===== config.mk =====
export PLATFORM = sky130hd
export DESIGN_NAME = prm_periph_map
export DESIGN_NICKNAME = d
export VERILOG_FILES = /design/src/hw/prm_pkg.sv /design/src/hw/prm_nibble_ram.sv /design/src/hw/prm_irq_flags.sv /design/src/hw/prm_periph_map.sv
export SDC_FILE = /design/constraint.sdc
export NUM_CORES = 1
export LEC_CHECK = 0
export BUFFER_PORTS_ARGS = -buffer_cell sky130_fd_sc_hd__buf_2
export CAP_MARGIN = 25
export CORE_ASPECT_RATIO = 0.75
export CORE_UTILIZATION = 30
export CTS_CLUSTER_SIZE = 28
export DETAILED_ROUTE_END_ITERATION = 8
export RECOVER_POWER = 25
export REMOVE_ABC_BUFFERS = 1
export SYNTH_ARGS = -nofsm -noshare
export SYNTH_HDL_FRONTEND = slang
export SYNTH_SLANG_ARGS = --single-unit

===== constraint.sdc =====
create_clock -name CLOCK -period 5.3 [get_ports CLOCK]
set_input_delay 1.06 -clock CLOCK [delete_from_list [all_inputs] [get_ports CLOCK]]
set_output_delay 1.06 -clock CLOCK [all_outputs]
set_load 0.005 [all_outputs]

===== src/hw/prm_pkg.sv =====
package prm_pkg;
  // register indexes; byte address is four times the index
  localparam logic [6:0] A_RAM_LAST    = 7'h4F;
  localparam logic [6:0] A_PORT_LOW    = 7'h50;
  localparam logic [6:0] A_PORT_OE     = 7'h51;
  localparam logic [6:0] A_EDGE_DEB    = 7'h52;
  localparam logic [6:0] A_IRQ_WAKE    = 7'h53;
  localparam logic [6:0] A_PD_OFF      = 7'h54;
  localparam logic [6:0] A_OPEN_DRAIN  = 7'h55;
  localparam logic [6:0] A_FREQ_RST    = 7'h56;
  localparam logic [6:0] A_SER_CTRL1   = 7'h57;
  localparam logic [6:0] A_SER_CTRL2   = 7'h58;
  localparam logic [6:0] A_SER_DATA_L  = 7'h59;
  localparam logic [6:0] A_SER_DATA_H  = 7'h5A;
  localparam logic [6:0] A_CNT_CTRL1   = 7'h5B;
  localparam logic [6:0] A_CNT_CTRL2   = 7'h5C;
  localparam logic [6:0] A_CNT_LOW     = 7'h5D;
  localparam logic [6:0] A_CNT_MID     = 7'h5E;
  localparam logic [6:0] A_CNT_HIGH    = 7'h5F;
  localparam logic [6:0] A_PORT_HIGH   = 7'h60;
  localparam logic [6:0] A_ROUTE1      = 7'h61;
  localparam logic [6:0] A_ROUTE2      = 7'h62;
  localparam logic [6:0] A_MASK1       = 7'h65;
  localparam logic [6:0] A_MASK2       = 7'h66;
  localparam logic [6:0] A_FLAGS1      = 7'h67;
  localparam logic [6:0] A_FLAGS2      = 7'h68;
  localparam logic [6:0] A_SYS1        = 7'h69;
  localparam logic [6:0] A_SYS2        = 7'h6A;
  localparam logic [6:0] A_SLEEP_CR    = 7'h6B;
  localparam int         RAM_DEPTH     = 80;
  // field positions
  localparam int         CNT_LOAD_BIT  = 0;
  localparam int         SLEEP_CMD_BIT = 2;
  localparam int         SLEEP_EN_BIT  = 2;
  localparam int         WD_CLEAR_BIT  = 3;
  localparam int         GIE_BIT       = 3;
  // reset values
  localparam logic [3:0] NIB_RST       = 4'h0;
  localparam logic [1:0] FREQ_SEL_RST  = 2'h0;
  localparam logic       POR_FLAG_RST  = 1'b1;
  localparam logic [3:0] ROUTE2_RST    = 4'h3;
  typedef enum {BUS_IDLE, BUS_ACCESS, BUS_ANSWER} prm_bus_t;
endpackage


===== src/hw/prm_nibble_ram.sv =====
`timescale 1ns/1ps
module prm_nibble_ram #(
  parameter int DEPTH = 80,
  parameter int AW    = 7
) (
  input  wire logic          clk,
  input  wire logic          wr_en,
  input  wire logic [AW-1:0] addr,
  input  wire logic [3:0]    wr_data,
  output logic      [3:0]    rd_data
);
  logic [3:0] mem [DEPTH];

  if (DEPTH > (1 << AW)) begin : g_bad_depth
    $error("ram depth exceeds address range");
  end

  // no reset: contents are undefined until written
  always_ff @(posedge clk) begin
    if (wr_en && (32'(addr) < DEPTH)) begin
      mem[addr] <= wr_data;
    end
    rd_data <= (32'(addr) < DEPTH) ? mem[addr] : 4'h0;
  end
endmodule // prm_nibble_ram


===== src/hw/prm_irq_flags.sv =====
`timescale 1ns/1ps
module prm_irq_flags #(
  parameter int N = 4
) (
  input  wire logic         clk,
  input  wire logic         rst_n,
  input  wire logic [N-1:0] req,
  input  wire logic [N-1:0] mask,
  input  wire logic         clr_wr,
  input  wire logic [N-1:0] clr_data,
  input  wire logic         clr_rd,
  output logic      [N-1:0] flags_reg
);
  logic [N-1:0] req_d_reg;
  logic [N-1:0] set;
  logic [N-1:0] clr;

  if (N < 1) begin : g_bad_n
    $error("flag count must be positive");
  end

  // rising edge only, gated by mask, not by the global enable
  assign set = req & ~req_d_reg & mask;
  assign clr = (clr_wr ? clr_data : '0) | {N{clr_rd}};

  always_ff @(posedge clk or negedge rst_n) begin
    if (!rst_n) begin
      req_d_reg <= '0;
      flags_reg <= '0;
    end else begin
      req_d_reg <= req;
      flags_reg <= (flags_reg & ~clr) | set; // set wins over a clear
    end
  end
endmodule // prm_irq_flags


===== src/hw/prm_periph_map.sv =====
// Behaviour
// RULE1 - registers take reset values on power-up and system reset, except power-on-only fields
// RULE2 - indexes 00 to 4F are eighty undefined read/write nibbles
// RULE3 - port data reads give live pin levels, writes load output latches
// RULE4 - per-pin drive enables at 51 and 60 bit 2, cleared by reset
// RULE5 - bit set at 54 disconnects the low pin pull-down
// RULE6 - bit set at 55 makes the low pin open-drain
// RULE7 - 52 holds edge polarity and debounce bypass per input pair
// RULE8 - 53 holds interrupt pin choice and wake-on-change per input pair
// RULE9 - 61 and 62 route peripheral signals onto output pins
// RULE10 - 56 holds frequency select, reset-input enable and its polarity
// RULE11 - serial control at 57, 58 and eight data bits at 59/5A
// RULE12 - counter control at 5B and 5C, load strobe reads zero
// RULE13 - mask bit 1 lets a request be stored, 0 blocks it
// RULE14 - flag registers 67 and 68 report the eight request sources
// RULE15 - writing 1 clears a flag, writing 0 leaves it
// RULE16 - 69 holds test disable, irq select, global enable; sleep is write-only
// RULE17 - 6A reads watchdog, sleep enable, power-on flag; bit 3 clears watchdog
// RULE18 - 6B fields are set only by power-on reset
// RULE19 - reading a flag register clears all its flags
// RULE20 - flags set on request rising edge with mask 1, ignoring global enable
// RULE21 - entering halt sets the global interrupt enable
// RULE22 - 5D..5F read running count, write load value; 5F bits 3:2 select
// RULE23 - 63 and 64 read zero and ignore writes
//
// Local design decision: register access over Wishbone.
`timescale 1ns/1ps
module prm_periph_map (
  input  wire logic        CLOCK,
  input  wire logic        RST_N,
  input  wire logic        POR_N,
  input  wire logic        WB_CYC_I,
  input  wire logic        WB_STB_I,
  input  wire logic        WB_WE_I,
  input  wire logic [8:0]  WB_ADR_I,
  input  wire logic [3:0]  WB_SEL_I,
  input  wire logic [31:0] WB_DAT_I,
  output logic      [31:0] WB_DAT_O,
  output logic             WB_ACK_O,
  input  wire logic [5:0]  PA_I,
  output logic      [5:0]  PA_O,
  output logic      [5:0]  PA_OE,
  output logic      [5:0]  PULLDOWN_OFF,
  input  wire logic        PWM_I,
  input  wire logic        SER_CLK_I,
  input  wire logic        SER_STB_I,
  input  wire logic        SER_OUT_I,
  input  wire logic        FREQ_I,
  input  wire logic        SER_STATUS_I,
  input  wire logic        SER_RX_VALID_I,
  input  wire logic [7:0]  SER_RX_DATA_I,
  input  wire logic [9:0]  CNT_VALUE_I,
  input  wire logic [1:0]  WD_VALUE_I,
  input  wire logic        HALT_I,
  input  wire logic [7:0]  IRQ_SRC_I,
  output logic      [3:0]  EDGE_DEB_CTRL,
  output logic      [3:0]  IRQ_WAKE_CTRL,
  output logic      [3:0]  FREQ_RST_CTRL,
  output logic      [3:0]  SER_CTRL1,
  output logic      [3:0]  SER_CTRL2,
  output logic      [7:0]  SER_TX_DATA,
  output logic      [3:0]  CNT_CTRL1,
  output logic      [2:0]  CNT_CTRL2,
  output logic             CNT_LOAD,
  output logic      [9:0]  CNT_LOAD_VALUE,
  output logic      [1:0]  CNT_BIT_SELECT,
  output logic             TEST_MODE_DISABLE,
  output logic             IRQ_SELECT,
  output logic             GLOBAL_IRQ_ENABLE,
  output logic             SLEEP_CMD,
  output logic             SLEEP_ALLOW,
  output logic             WATCHDOG_CLEAR,
  output logic             POWER_ON_FLAG,
  output logic      [3:0]  SLEEP_CR,
  output logic             IRQ_TO_CPU
);
  import prm_pkg::*;

  logic             rst_all_n;
  prm_bus_t         bus_reg;
  logic [6:0]       idx;
  logic [3:0]       wd;
  logic             wr;
  logic             rd;
  logic [3:0]       ram_rd;
  logic [3:0]       rd_nib;
  logic [5:0]       pa_s1_reg;
  logic [5:0]       pa_s2_reg;
  logic [3:0]       latch_low_reg;
  logic             latch5_reg;
  logic [3:0]       oe_low_reg;
  logic             oe5_reg;
  logic [3:0]       od_low_reg;
  logic             od5_reg;
  logic [3:0]       route1_reg;
  logic [3:0]       route2_reg;
  logic [3:0]       pd_off_reg;
  logic [3:0]       mask1_reg;
  logic [3:0]       mask2_reg;
  logic [3:0]       flags1;
  logic [3:0]       flags2;
  logic             halt_d_reg;
  logic [5:0]       out_next;
  logic [5:0]       oe_next;
  logic [5:0]       od_vec;

  // power-on reset also counts as a system reset
  assign rst_all_n = RST_N & POR_N; // RULE1
  assign idx       = WB_ADR_I[8:2];
  assign wd        = WB_DAT_I[3:0];
  assign wr        = (bus_reg == BUS_ACCESS) && WB_WE_I && WB_SEL_I[0];
  assign rd        = (bus_reg == BUS_ACCESS) && !WB_WE_I;

  // two-flop synchroniser for the pins
  always_ff @(posedge CLOCK or negedge rst_all_n) begin
    if (!rst_all_n) begin
      pa_s1_reg <= 6'h00;
      pa_s2_reg <= 6'h00;
    end else begin
      pa_s1_reg <= PA_I;
      pa_s2_reg <= pa_s1_reg;
    end
  end

  // bus sequencer: request, access cycle, one-cycle ack
  always_ff @(posedge CLOCK or negedge rst_all_n) begin
    if (!rst_all_n) begin
      bus_reg <= BUS_IDLE;
    end else begin
      case (bus_reg)
        BUS_IDLE:   if (WB_CYC_I && WB_STB_I) bus_reg <= BUS_ACCESS;
        BUS_ACCESS: bus_reg <= BUS_ANSWER;
        BUS_ANSWER: bus_reg <= BUS_IDLE;
        default:    bus_reg <= BUS_IDLE;
      endcase
    end
  end

  // ram read data comes out registered, ready for the access cycle
  prm_nibble_ram #(.DEPTH(RAM_DEPTH), .AW(7)) u_ram (
    .clk     (CLOCK),
    .wr_en   (wr && idx <= A_RAM_LAST), // RULE2
    .addr    (idx),
    .wr_data (wd),
    .rd_data (ram_rd)
  );

  // port latches and drive enables; both clear on any reset
  always_ff @(posedge CLOCK or negedge rst_all_n) begin
    if (!rst_all_n) begin
      latch_low_reg <= NIB_RST;
      latch5_reg    <= 1'b0;
      oe_low_reg    <= NIB_RST;
      oe5_reg       <= 1'b0;
    end else if (wr) begin
      if (idx == A_PORT_LOW) latch_low_reg <= wd; // RULE3
      if (idx == A_PORT_OE) oe_low_reg <= wd; // RULE4
      if (idx == A_PORT_HIGH) begin
        latch5_reg <= wd[1]; // RULE3
        oe5_reg    <= wd[2]; // RULE4
      end
    end
  end

  // option fields kept across system resets, set only at power-on
  always_ff @(posedge CLOCK or negedge POR_N) begin
    if (!POR_N) begin
      EDGE_DEB_CTRL     <= NIB_RST;
      IRQ_WAKE_CTRL     <= NIB_RST;
      pd_off_reg        <= NIB_RST;
      od_low_reg        <= NIB_RST;
      od5_reg           <= 1'b0;
      FREQ_RST_CTRL     <= NIB_RST;
      route1_reg        <= NIB_RST;
      route2_reg        <= ROUTE2_RST;
      TEST_MODE_DISABLE <= 1'b0;
      SLEEP_ALLOW       <= 1'b0;
      SLEEP_CR          <= NIB_RST;
    end else if (wr) begin
      case (idx)
        A_EDGE_DEB:   EDGE_DEB_CTRL <= wd; // RULE7
        A_IRQ_WAKE:   IRQ_WAKE_CTRL <= wd; // RULE8
        A_PD_OFF:     pd_off_reg <= wd; // RULE5
        A_OPEN_DRAIN: od_low_reg <= wd; // RULE6
        A_FREQ_RST:   FREQ_RST_CTRL <= wd; // RULE10
        A_PORT_HIGH:  od5_reg <= wd[3];
        A_ROUTE1:     route1_reg <= wd; // RULE9
        A_ROUTE2:     route2_reg <= wd; // RULE9
        A_SYS1:       TEST_MODE_DISABLE <= wd[0]; // RULE16
        A_SYS2:       SLEEP_ALLOW <= wd[SLEEP_EN_BIT]; // RULE17
        A_SLEEP_CR:   SLEEP_CR <= wd; // RULE18
        default:      ;
      endcase
    end
  end

  // serial registers; a finished transfer overwrites the data nibbles
  always_ff @(posedge CLOCK or negedge rst_all_n) begin
    if (!rst_all_n) begin
      SER_CTRL1   <= NIB_RST;
      SER_CTRL2   <= NIB_RST;
      SER_TX_DATA <= 8'h00;
    end else begin
      if (wr && idx == A_SER_CTRL1) SER_CTRL1 <= wd; // RULE11
      if (wr && idx == A_SER_CTRL2) SER_CTRL2 <= wd; // RULE11
      if (SER_RX_VALID_I) begin
        SER_TX_DATA <= SER_RX_DATA_I;
      end else if (wr && idx == A_SER_DATA_L) begin
        SER_TX_DATA[3:0] <= wd; // RULE11
      end else if (wr && idx == A_SER_DATA_H) begin
        SER_TX_DATA[7:4] <= wd; // RULE11
      end
    end
  end

  // counter control; load is a one-cycle strobe and is never stored
  always_ff @(posedge CLOCK or negedge rst_all_n) begin
    if (!rst_all_n) begin
      CNT_CTRL1      <= NIB_RST;
      CNT_CTRL2      <= 3'h0;
      CNT_LOAD       <= 1'b0;
      CNT_LOAD_VALUE <= 10'h000;
      CNT_BIT_SELECT <= 2'h0;
    end else begin
      CNT_LOAD <= wr && idx == A_CNT_CTRL2 && wd[CNT_LOAD_BIT]; // RULE12
      if (wr) begin
        case (idx)
          A_CNT_CTRL1: CNT_CTRL1 <= wd; // RULE12
          A_CNT_CTRL2: CNT_CTRL2 <= wd[3:1]; // RULE12
          A_CNT_LOW:   CNT_LOAD_VALUE[3:0] <= wd; // RULE22
          A_CNT_MID:   CNT_LOAD_VALUE[7:4] <= wd; // RULE22
          A_CNT_HIGH: begin
            CNT_LOAD_VALUE[9:8] <= wd[1:0]; // RULE22
            CNT_BIT_SELECT      <= wd[3:2]; // RULE22
          end
          default: ;
        endcase
      end
    end
  end

  // interrupt masks
  always_ff @(posedge CLOCK or negedge rst_all_n) begin
    if (!rst_all_n) begin
      mask1_reg <= NIB_RST;
      mask2_reg <= NIB_RST;
    end else if (wr) begin
      if (idx == A_MASK1) mask1_reg <= wd; // RULE13
      if (idx == A_MASK2) mask2_reg <= wd; // RULE13
    end
  end

  // flag banks: pair sources 0/5, 3/4, compare, zero; serial, level, 64/8, 1 Hz
  prm_irq_flags #(.N(4)) u_flags1 (
    .clk       (CLOCK),
    .rst_n     (rst_all_n),
    .req       (IRQ_SRC_I[3:0]), // RULE14
    .mask      (mask1_reg), // RULE13
    .clr_wr    (wr && idx == A_FLAGS1), // RULE15
    .clr_data  (wd),
    .clr_rd    (rd && idx == A_FLAGS1), // RULE19
    .flags_reg (flags1) // RULE20
  );

  prm_irq_flags #(.N(4)) u_flags2 (
    .clk       (CLOCK),
    .rst_n     (rst_all_n),
    .req       (IRQ_SRC_I[7:4]), // RULE14
    .mask      (mask2_reg), // RULE13
    .clr_wr    (wr && idx == A_FLAGS2), // RULE15
    .clr_data  (wd),
    .clr_rd    (rd && idx == A_FLAGS2), // RULE19
    .flags_reg (flags2) // RULE20
  );

  // system control; halt entry forces the global enable on and wins over a write
  always_ff @(posedge CLOCK or negedge rst_all_n) begin
    if (!rst_all_n) begin
      IRQ_SELECT        <= 1'b0;
      GLOBAL_IRQ_ENABLE <= 1'b0;
      SLEEP_CMD         <= 1'b0;
      WATCHDOG_CLEAR    <= 1'b0;
      halt_d_reg        <= 1'b0;
      IRQ_TO_CPU        <= 1'b0;
    end else begin
      halt_d_reg     <= HALT_I;
      SLEEP_CMD      <= wr && idx == A_SYS1 && wd[SLEEP_CMD_BIT]; // RULE16
      WATCHDOG_CLEAR <= wr && idx == A_SYS2 && wd[WD_CLEAR_BIT]; // RULE17
      if (wr && idx == A_SYS1) IRQ_SELECT <= wd[1]; // RULE16
      if (HALT_I && !halt_d_reg) begin
        GLOBAL_IRQ_ENABLE <= 1'b1; // RULE21
      end else if (wr && idx == A_SYS1) begin
        GLOBAL_IRQ_ENABLE <= wd[GIE_BIT]; // RULE16
      end
      IRQ_TO_CPU <= GLOBAL_IRQ_ENABLE && (|{flags1, flags2});
    end
  end

  // power-on status: set at power-up only, cleared by reading it
  always_ff @(posedge CLOCK or negedge POR_N) begin
    if (!POR_N) begin
      POWER_ON_FLAG <= POR_FLAG_RST; // RULE18
    end else if (rd && idx == A_SYS2) begin
      POWER_ON_FLAG <= 1'b0;
    end
  end

  // pin routing and open-drain drive, registered toward the pads
  always_comb begin
    out_next[0] = route1_reg[0] ? PWM_I : latch_low_reg[0]; // RULE9
    out_next[1] = route1_reg[1] ? PWM_I : (route1_reg[2] ? SER_CLK_I : latch_low_reg[1]);
    out_next[2] = route2_reg[0] ? FREQ_I : latch_low_reg[2];
    out_next[3] = route1_reg[3] ? SER_STB_I : latch_low_reg[3];
    out_next[4] = 1'b0;
    out_next[5] = route2_reg[2] ? FREQ_I : (route2_reg[1] ? SER_OUT_I : latch5_reg);
    od_vec      = {od5_reg, 1'b0, od_low_reg};
    // open-drain pins only pull low, never drive high
    oe_next     = {oe5_reg, 1'b0, oe_low_reg} & ~(od_vec & out_next); // RULE6
  end

  always_ff @(posedge CLOCK or negedge rst_all_n) begin
    if (!rst_all_n) begin
      PA_O         <= 6'h00;
      PA_OE        <= 6'h00;
      PULLDOWN_OFF <= 6'h00;
    end else begin
      PA_O         <= out_next & ~od_vec; // RULE4
      PA_OE        <= oe_next; // RULE4
      PULLDOWN_OFF <= {route2_reg[3], SLEEP_CR[3], pd_off_reg}; // RULE5
    end
  end

  // read mux; unmapped and gap indexes answer zero
  always_comb begin
    rd_nib = 4'h0; // RULE23
    if (idx <= A_RAM_LAST) begin
      rd_nib = ram_rd; // RULE2
    end else begin
      case (idx)
        A_PORT_LOW:   rd_nib = pa_s2_reg[3:0]; // RULE3
        A_PORT_OE:    rd_nib = oe_low_reg;
        A_EDGE_DEB:   rd_nib = EDGE_DEB_CTRL;
        A_IRQ_WAKE:   rd_nib = IRQ_WAKE_CTRL;
        A_PD_OFF:     rd_nib = pd_off_reg;
        A_OPEN_DRAIN: rd_nib = od_low_reg;
        A_FREQ_RST:   rd_nib = FREQ_RST_CTRL;
        A_SER_CTRL1:  rd_nib = SER_CTRL1;
        A_SER_CTRL2:  rd_nib = {SER_CTRL2[3], SER_STATUS_I, SER_CTRL2[1:0]}; // RULE11
        A_SER_DATA_L: rd_nib = SER_TX_DATA[3:0];
        A_SER_DATA_H: rd_nib = SER_TX_DATA[7:4];
        A_CNT_CTRL1:  rd_nib = CNT_CTRL1;
        A_CNT_CTRL2:  rd_nib = {CNT_CTRL2, 1'b0}; // RULE12
        A_CNT_LOW:    rd_nib = CNT_VALUE_I[3:0]; // RULE22
        A_CNT_MID:    rd_nib = CNT_VALUE_I[7:4];
        A_CNT_HIGH:   rd_nib = {CNT_BIT_SELECT, CNT_VALUE_I[9:8]};
        A_PORT_HIGH:  rd_nib = {od5_reg, oe5_reg, pa_s2_reg[5:4]}; // RULE3
        A_ROUTE1:     rd_nib = route1_reg;
        A_ROUTE2:     rd_nib = route2_reg;
        A_MASK1:      rd_nib = mask1_reg;
        A_MASK2:      rd_nib = mask2_reg;
        A_FLAGS1:     rd_nib = flags1; // RULE14
        A_FLAGS2:     rd_nib = flags2; // RULE14
        A_SYS1:       rd_nib = {GLOBAL_IRQ_ENABLE, 1'b0, IRQ_SELECT, TEST_MODE_DISABLE}; // RULE16
        A_SYS2:       rd_nib = {POWER_ON_FLAG, SLEEP_ALLOW, WD_VALUE_I}; // RULE17
        A_SLEEP_CR:   rd_nib = SLEEP_CR;
        default:      rd_nib = 4'h0;
      endcase
    end
  end

  // answer register; data sampled in the access cycle, before any clear-on-read
  always_ff @(posedge CLOCK or negedge rst_all_n) begin
    if (!rst_all_n) begin
      WB_ACK_O <= 1'b0;
      WB_DAT_O <= 32'h0000_0000;
    end else begin
      WB_ACK_O <= bus_reg == BUS_ACCESS;
      if (rd) WB_DAT_O <= {28'h000_0000, rd_nib};
    end
  end
endmodule // prm_periph_map


==> After elaboration in Yosys (flattened, before gate mapping) <==
Memory sizes are Yosys's and may differ from the RTL's. A register that Yosys moved wholly into a read port is not among the register bits.
Cells that the tools add are included.
{ "word_totals": {"memories": 1, "regBits": 179, "word_cells": 173, "output_inout_bits": 111, "ramBits": 320, "inputBits": 93} }
{ "classes": {"reduce_logical": 52, "n_lt_le_gt_ge": 2, "n_mux": 21, "n_eq_ne": 30, "bitwise_logic": 20} }
{ "memory_table": {"columns": ["memory", "words", "word_bits", "read_ports", "rd_ports_with_merged_regs", "write_ports", "line_no", "source"], "rows": [
  ["u_ram.mem", 80, 4, 1, 1, 1, "prm_nibble_ram.sv:12", "logic [3:0] mem [DEPTH];"]
]} }
{ "op_table": {"columns": ["cell", "count"], "rows": [
  ["== test 7 bit (second input constant)", 26],
  ["one-hot mux 4 bit (26 select lines)", 1],
  ["one-hot mux 32 bit (2 select lines)", 1],
  ["AND reduction 2 bit", 21],
  ["== test 32 x 1 -> 1 bit (second input constant)", 1],
  ["== test 32 x 2 -> 1 bit (second input constant)", 1],
  ["logical NOT 32 bit", 1],
  ["two-way mux 32 bit", 1],
  ["AND 4 bit", 6],
  ["two-way mux 4 bit", 6],
  ["logical AND 1 bit", 23],
  ["AND 6 bit", 3],
  ["NOT 4 bit", 4],
  ["bitwise OR 4 bit", 4],
  ["NOT 6 bit", 2],
  ["two-way mux 1 bit", 11],
  ["two-way mux 8 bit", 1],
  ["OR reduction 8 bit", 1],
  ["less-or-equal comparator 7 bit (second input constant)", 1],
  ["< comparator 7 bit (second input constant)", 1],
  ["nonzero test 2 bit", 3],
  ["inequality test 2 bit (second input constant)", 2],
  ["logical NOT 1 bit", 3],
  ["AND 1 bit", 1]
]} }

==> Depth between registers and ports, before layout <==
{ "logic_depth": {"ltp_word": 9, "ltp_mapped": 9, "mapped_depth_nobuf": 5} }

==> Cells and area by module <==
Synthesis repeated with hierarchy kept, for this count alone.
{ "hier_totals": {"hier_cells": 1343, "hier_area_um2": 19922.9} }
{ "modules_own_cells": {"columns": ["mod", "instances", "cells_per_inst", "area_each_um2", "seq_area_each_um2"], "rows": [
  ["prm_nibble_ram", 1, 733, 12861.1, 9689.3],
  ["prm_periph_map", 1, 562, 6481.2, 3281.9],
  ["prm_irq_flags", 2, 24, 290.3, 200.2]
]} }

==> Least setup slack after synthesis <==
No wires, ideal clock.
{ "synth_path": {"path_type": "input to register", "start": "input WB_ADR_I[3]", "end": "register u_ram.rd_data[3] (read register of u_ram.mem)", "slack_ns": 2.572, "path_stages": 7, "n_path_buf": 3, "arrival_time_ns": 2.596, "setup_time_ns": 0.131, "cell_sequence": "buf_2 -> buf_4 -> clkbuf_1 -> mux4_1 -> mux4_2 -> nand2_1 -> o211ai_1"} }
{ "synth_between": {"elab_chain_cells": 2} }
{ "synth_rtl": {"columns": ["element", "line_no", "source"], "rows": [
  ["start, declared", "prm_periph_map.sv:35", "input wire logic [8:0] WB_ADR_I,"],
  ["< comparator 7 bit", "prm_nibble_ram.sv:23", "rd_data <= (32'(addr) < DEPTH) ? mem[addr] : 4'h0;"],
  ["logical NOT 1 bit (no line)", null, null],
  ["end, declared", "prm_nibble_ram.sv:10", "output logic [3:0] rd_data"]
]} }
Parallel ways exist; a longest one is shown, timed or not.
A chain may end at the register's enable or synchronous reset.

==> Worst setup path after layout <==
{ "layout_path": {"start": "input WB_DAT_I[3]", "end": "register CNT_CTRL2[2]"} }
{ "layout_lines": {"columns": ["element", "line_no", "source"], "rows": [
  ["start, declared", "prm_periph_map.sv:37", "input wire logic [31:0] WB_DAT_I,"],
  ["end signal, assigned", "prm_periph_map.sv:229", "A_CNT_CTRL2: CNT_CTRL2 <= wd[3:1];"],
  ["end, declared", "prm_periph_map.sv:63", "output logic [2:0] CNT_CTRL2,"]
]} }
No word-level cell between the ends.

==> metrics.md <==
| Metric | Value |
|---|---|
| Post-layout util | `35.0%` |
| Starting Density | `30.4%` |
| Hold path cells | `0` |
| Pin count of the biggest net entering global routing | `70` |
| R2R cell count | `5` |
| Area Growth Syn to Fin | `15.3%` |
| Vias in the first global route | `11800` |
| Post-CTS Setup Bufs | `0` |
| GRT overflow | `0` |
| Max Slew Vio Count | `between 200 and 300` |
| CTS clk-pin slew, worst paths | `0.06 ns` |
| Critical path data required time | `between 5 and 6 ns` |
| Netlist cell types | `76` |
| CTS tree | `yes` |
| Critical Path, Cell by Cell | `clkbuf_1, buf_4, mux2_2` |
| Synth area leaders | `edfxtp_1, dfrtp_1, mux4_2` |
| RSZ-0062 raised after global routing | `no` |
| Max incr delay on CP | `2.26 ns` |
| Final Hold Fails | `0` |
| Diode count | `0` |
| Pwr/cell area | `approximately 350 nW/um2` |
| Post-route ant nets | `0` |
| PnR Total Power | `7870 uW` |
| Post-synth EDFFs | `320` |
| CTS HTree Levels | `2` |
| GR Util All Layers | `16.3%` |
| Post-CTS Hold Fix Bufs | `0` |
| Initial antenna violation count | `4` |
| First-pass GRT wire length | `80400 um` |
| Share of the synthesized area in the top cell type | `48.6%` |
| Biggest register | `u_ram.mem` |
| Footprint of the multi-input gates | `5870 um2` |
| Reg2reg start | `bus_reg[1]` |
| Register area share after synthesis | `67.6%` |
| Syn_area_per_cell | `15.7 um2` |
| Worst-path fanout max | `58` |
| Detailed-router iteration count before antenna repair | `5` |
| DP Worst Slack | `1.29 ns` |
| CTS Buf Count | `44` |
| CP max-delay cell | `clkbuf_1` |
| Hpwl dp | `37400 um` |
| Post-synth ARST share | `31.2%` |
| Data arrival, critical path | `approximately 4.4 ns` |
| Rows | `~80` |
| Critical path's top delay family | `buffers and inverters` |
| Fill cell count | `6205` |
| WS Path Type | `input pin to flip-flop` |
| Critical path buffers and inverters | `2` |
| Register area | `roughly 13000 um2` |
| Die span in y | `224 um` |
| Share of cells above drive strength 1 | `a little over a quarter` |
| Max Buffers Root-to-Sink | `3` |
| Via count | `11800` |
| DRC viols | `0` |
| Slew margin rel. | `-118%` |
| IO Count | `204` |
| Die width | `between 200 and 300 um` |
| Hold Path End | `pa_s2_reg[0]` |
| Die ar. | `67000 um2` |
| Pleak | `0.00844 uW` |
| Worst Tran Pin Value | `3.26 ns` |
| Flops & latches, synth | `471` |
| DR vias/cell | `around 5` |
| Final setup vio count | `0` |
| Highest clock rate | `255 MHz` |
| WL/cell | `23.8 um` |
| Routability cong. | `~0.88` |
| Crit path time final | `between 3 and 4 ns` |
| Top_reg_cell synth | `edfxtp_1` |
| Starting DRT DRC Count | `1325` |
| Status | `finished with violations` |
| Top flop regs | `u_ram.mem: 320 flops, CNT_LOAD_VALUE: 10 flops, SER_TX_DATA: 8 flops` |
| Mapped Cells | `1257` |
| WHS | `0.347 ns` |
| PostCTS Resize Cnt | `0` |
| Clock root buffer | `clkbuf_16` |
| Hold_sp | `pa_s1_reg[0]` |
| Wirelength, routed | `54900 um` |
| Setup Skew | `0.0281 ns` |
| Max reg flops | `320` |
| Failing checks | `max-capacitance violations, max-slew violations` |
| IO buf count | `140` |
| Leading area contributor after synthesis | `edfxtp_1` |
| Worst r2r dst | `pd_off_reg[3]` |
| Final period utilization | `73.9%` |
| Hold Path Class | `flip-flop to flip-flop` |
| Final WS setup | `1.38 ns` |
| Final net count | `between 1000 and 1500` |
| Crit start category | `input pin` |
| Worst-Skew Late Latency | `around 0.57 ns` |
| R2R setup slack | `2.20 ns` |
| Maximum vdd drop | `0.000260 V` |
| Core Area | `65200 um2` |
| Mapped cell area | `around 20000 um2` |
| TritonCTS Sinks | `471` |
| Yosys warns | `0` |
| Setup_tns | `0 ns` |
| Crit end category | `flip-flop` |
| Max Cap Viol | `5` |
placed cells by master (no fill, tap or decap), drive strengths merged, types with 5 or more instances in the layout:
cell type	count
edfxtp	320
buf	147
dfrtp	144
nor2	109
mux2	96
clkbuf	81
nand2	71
mux4	67
mux2i	58
o21ai	35
nand3	32
conb	30
nor3	22
a21oi	19
nor2b	19
nand3b	14
o22ai	13
and3	8
and2	8
nand2b	7
o221ai	7
inv	7
a21boi	6
a211o	6
a31oi	5
a22oi	5
nor3b	5
clkinv	5
bufinv	5
a211oi	5
cell type report:
cell class / instances / area share, %
Multi-Input combinational cell: 711 / 25.7
Sequential cell: 471 / 58.6
Clock buffer: 65 / 5.85
Tap cell: 871 / 4.78
Clock inverter: 17 / 1.03
Timing Repair Buffer: 163 / 3.94
Inverter: 4 / 0.0658
worst max path at each step:
| stage | start | endpoint | slack, ns | cells past startpoint |
|---|---|---|---|---|
| 2_1_floorplan | POR_N | CNT_BIT_SELECT[0] | 0.73 | 1 |
| 3_3_place_gp | WB_ADR_I[2] | u_ram.rd_data[3] | 1.26 | 6 |
| 3_5_place_dp | WB_ADR_I[2] | u_ram.rd_data[3] | 1.29 | 7 |
| 4_1_cts | WB_ADR_I[2] | u_ram.rd_data[3] | 1.89 | 6 |
| 5_1_grt | WB_DAT_I[2] | u_ram.mem[32][2] | 1.24 | 2 |
| 6_report | WB_DAT_I[3] | CNT_CTRL2[2] | 1.38 | 3 |
metrics by stage:
step                area (um2)  instances
floorplan                19200       1186
global placement         21200       2217
detailed placement       21200       2217
CTS                      22800       2299
global route             22800       2302
finish                   22800       2302
report_power, final:
| part | internal (uW) | switching (uW) |
|---|---|---|
| combinational | 156 | 307 |
| sequential | 3980 | 33.5 |
| clock | 2010 | 1390 |
| total | 6140 | 1730 |
kinds of logic after synthesis:
kind of cell | after synthesis | share of synthesized area (%)
other | 1 | 0.0190
flip-flops | 471 | 67.6
multiplexers | 221 | 16.3
buffers and inverters | 104 | 3.33
AO/OA/AOI/OAI | 149 | 5.23
AND/OR/NAND/NOR | 311 | 7.55
cells in the mapped netlist (6+ instances only):
master and number:
nand2b_1 7, buf_4 38, nor2_1 108, mux2i_1 58, a21oi_1 19, edfxtp_1 320
mux4_1 13, a211o_1 6, and2_1 8, o22ai_1 13, nor2b_1 19, nor3_1 20
o21ai_0 34, a21boi_0 6, buf_6 7, nand2_1 70, and3_1 8, dfrtp_1 144
nand3_1 32, mux2_2 96, clkbuf_1 20, nand3b_1 14, buf_2 23, mux4_2 54
buf_1 9, o221ai_1 7
worst register-to-register path: cells and delay by family (launching register included):
kind             cells  cell delay, ns
DFF                  1            0.41
muxes                1            0.40
and+or+nand+nor      4            2.17
routing by layer:
layer | up-vias | GRT usage, % | share of wire, %
met2 | 571 | 23.3 | 43
met4 | 0 | 2.75 | 1.2
met1 | 6110 | 23.8 | 45
met5 | - | 0 | 0
li1 | 5066 | - | -
met3 | 54 | 5.77 | 11
No activity file was read; power rests on OpenSTA's default activity.
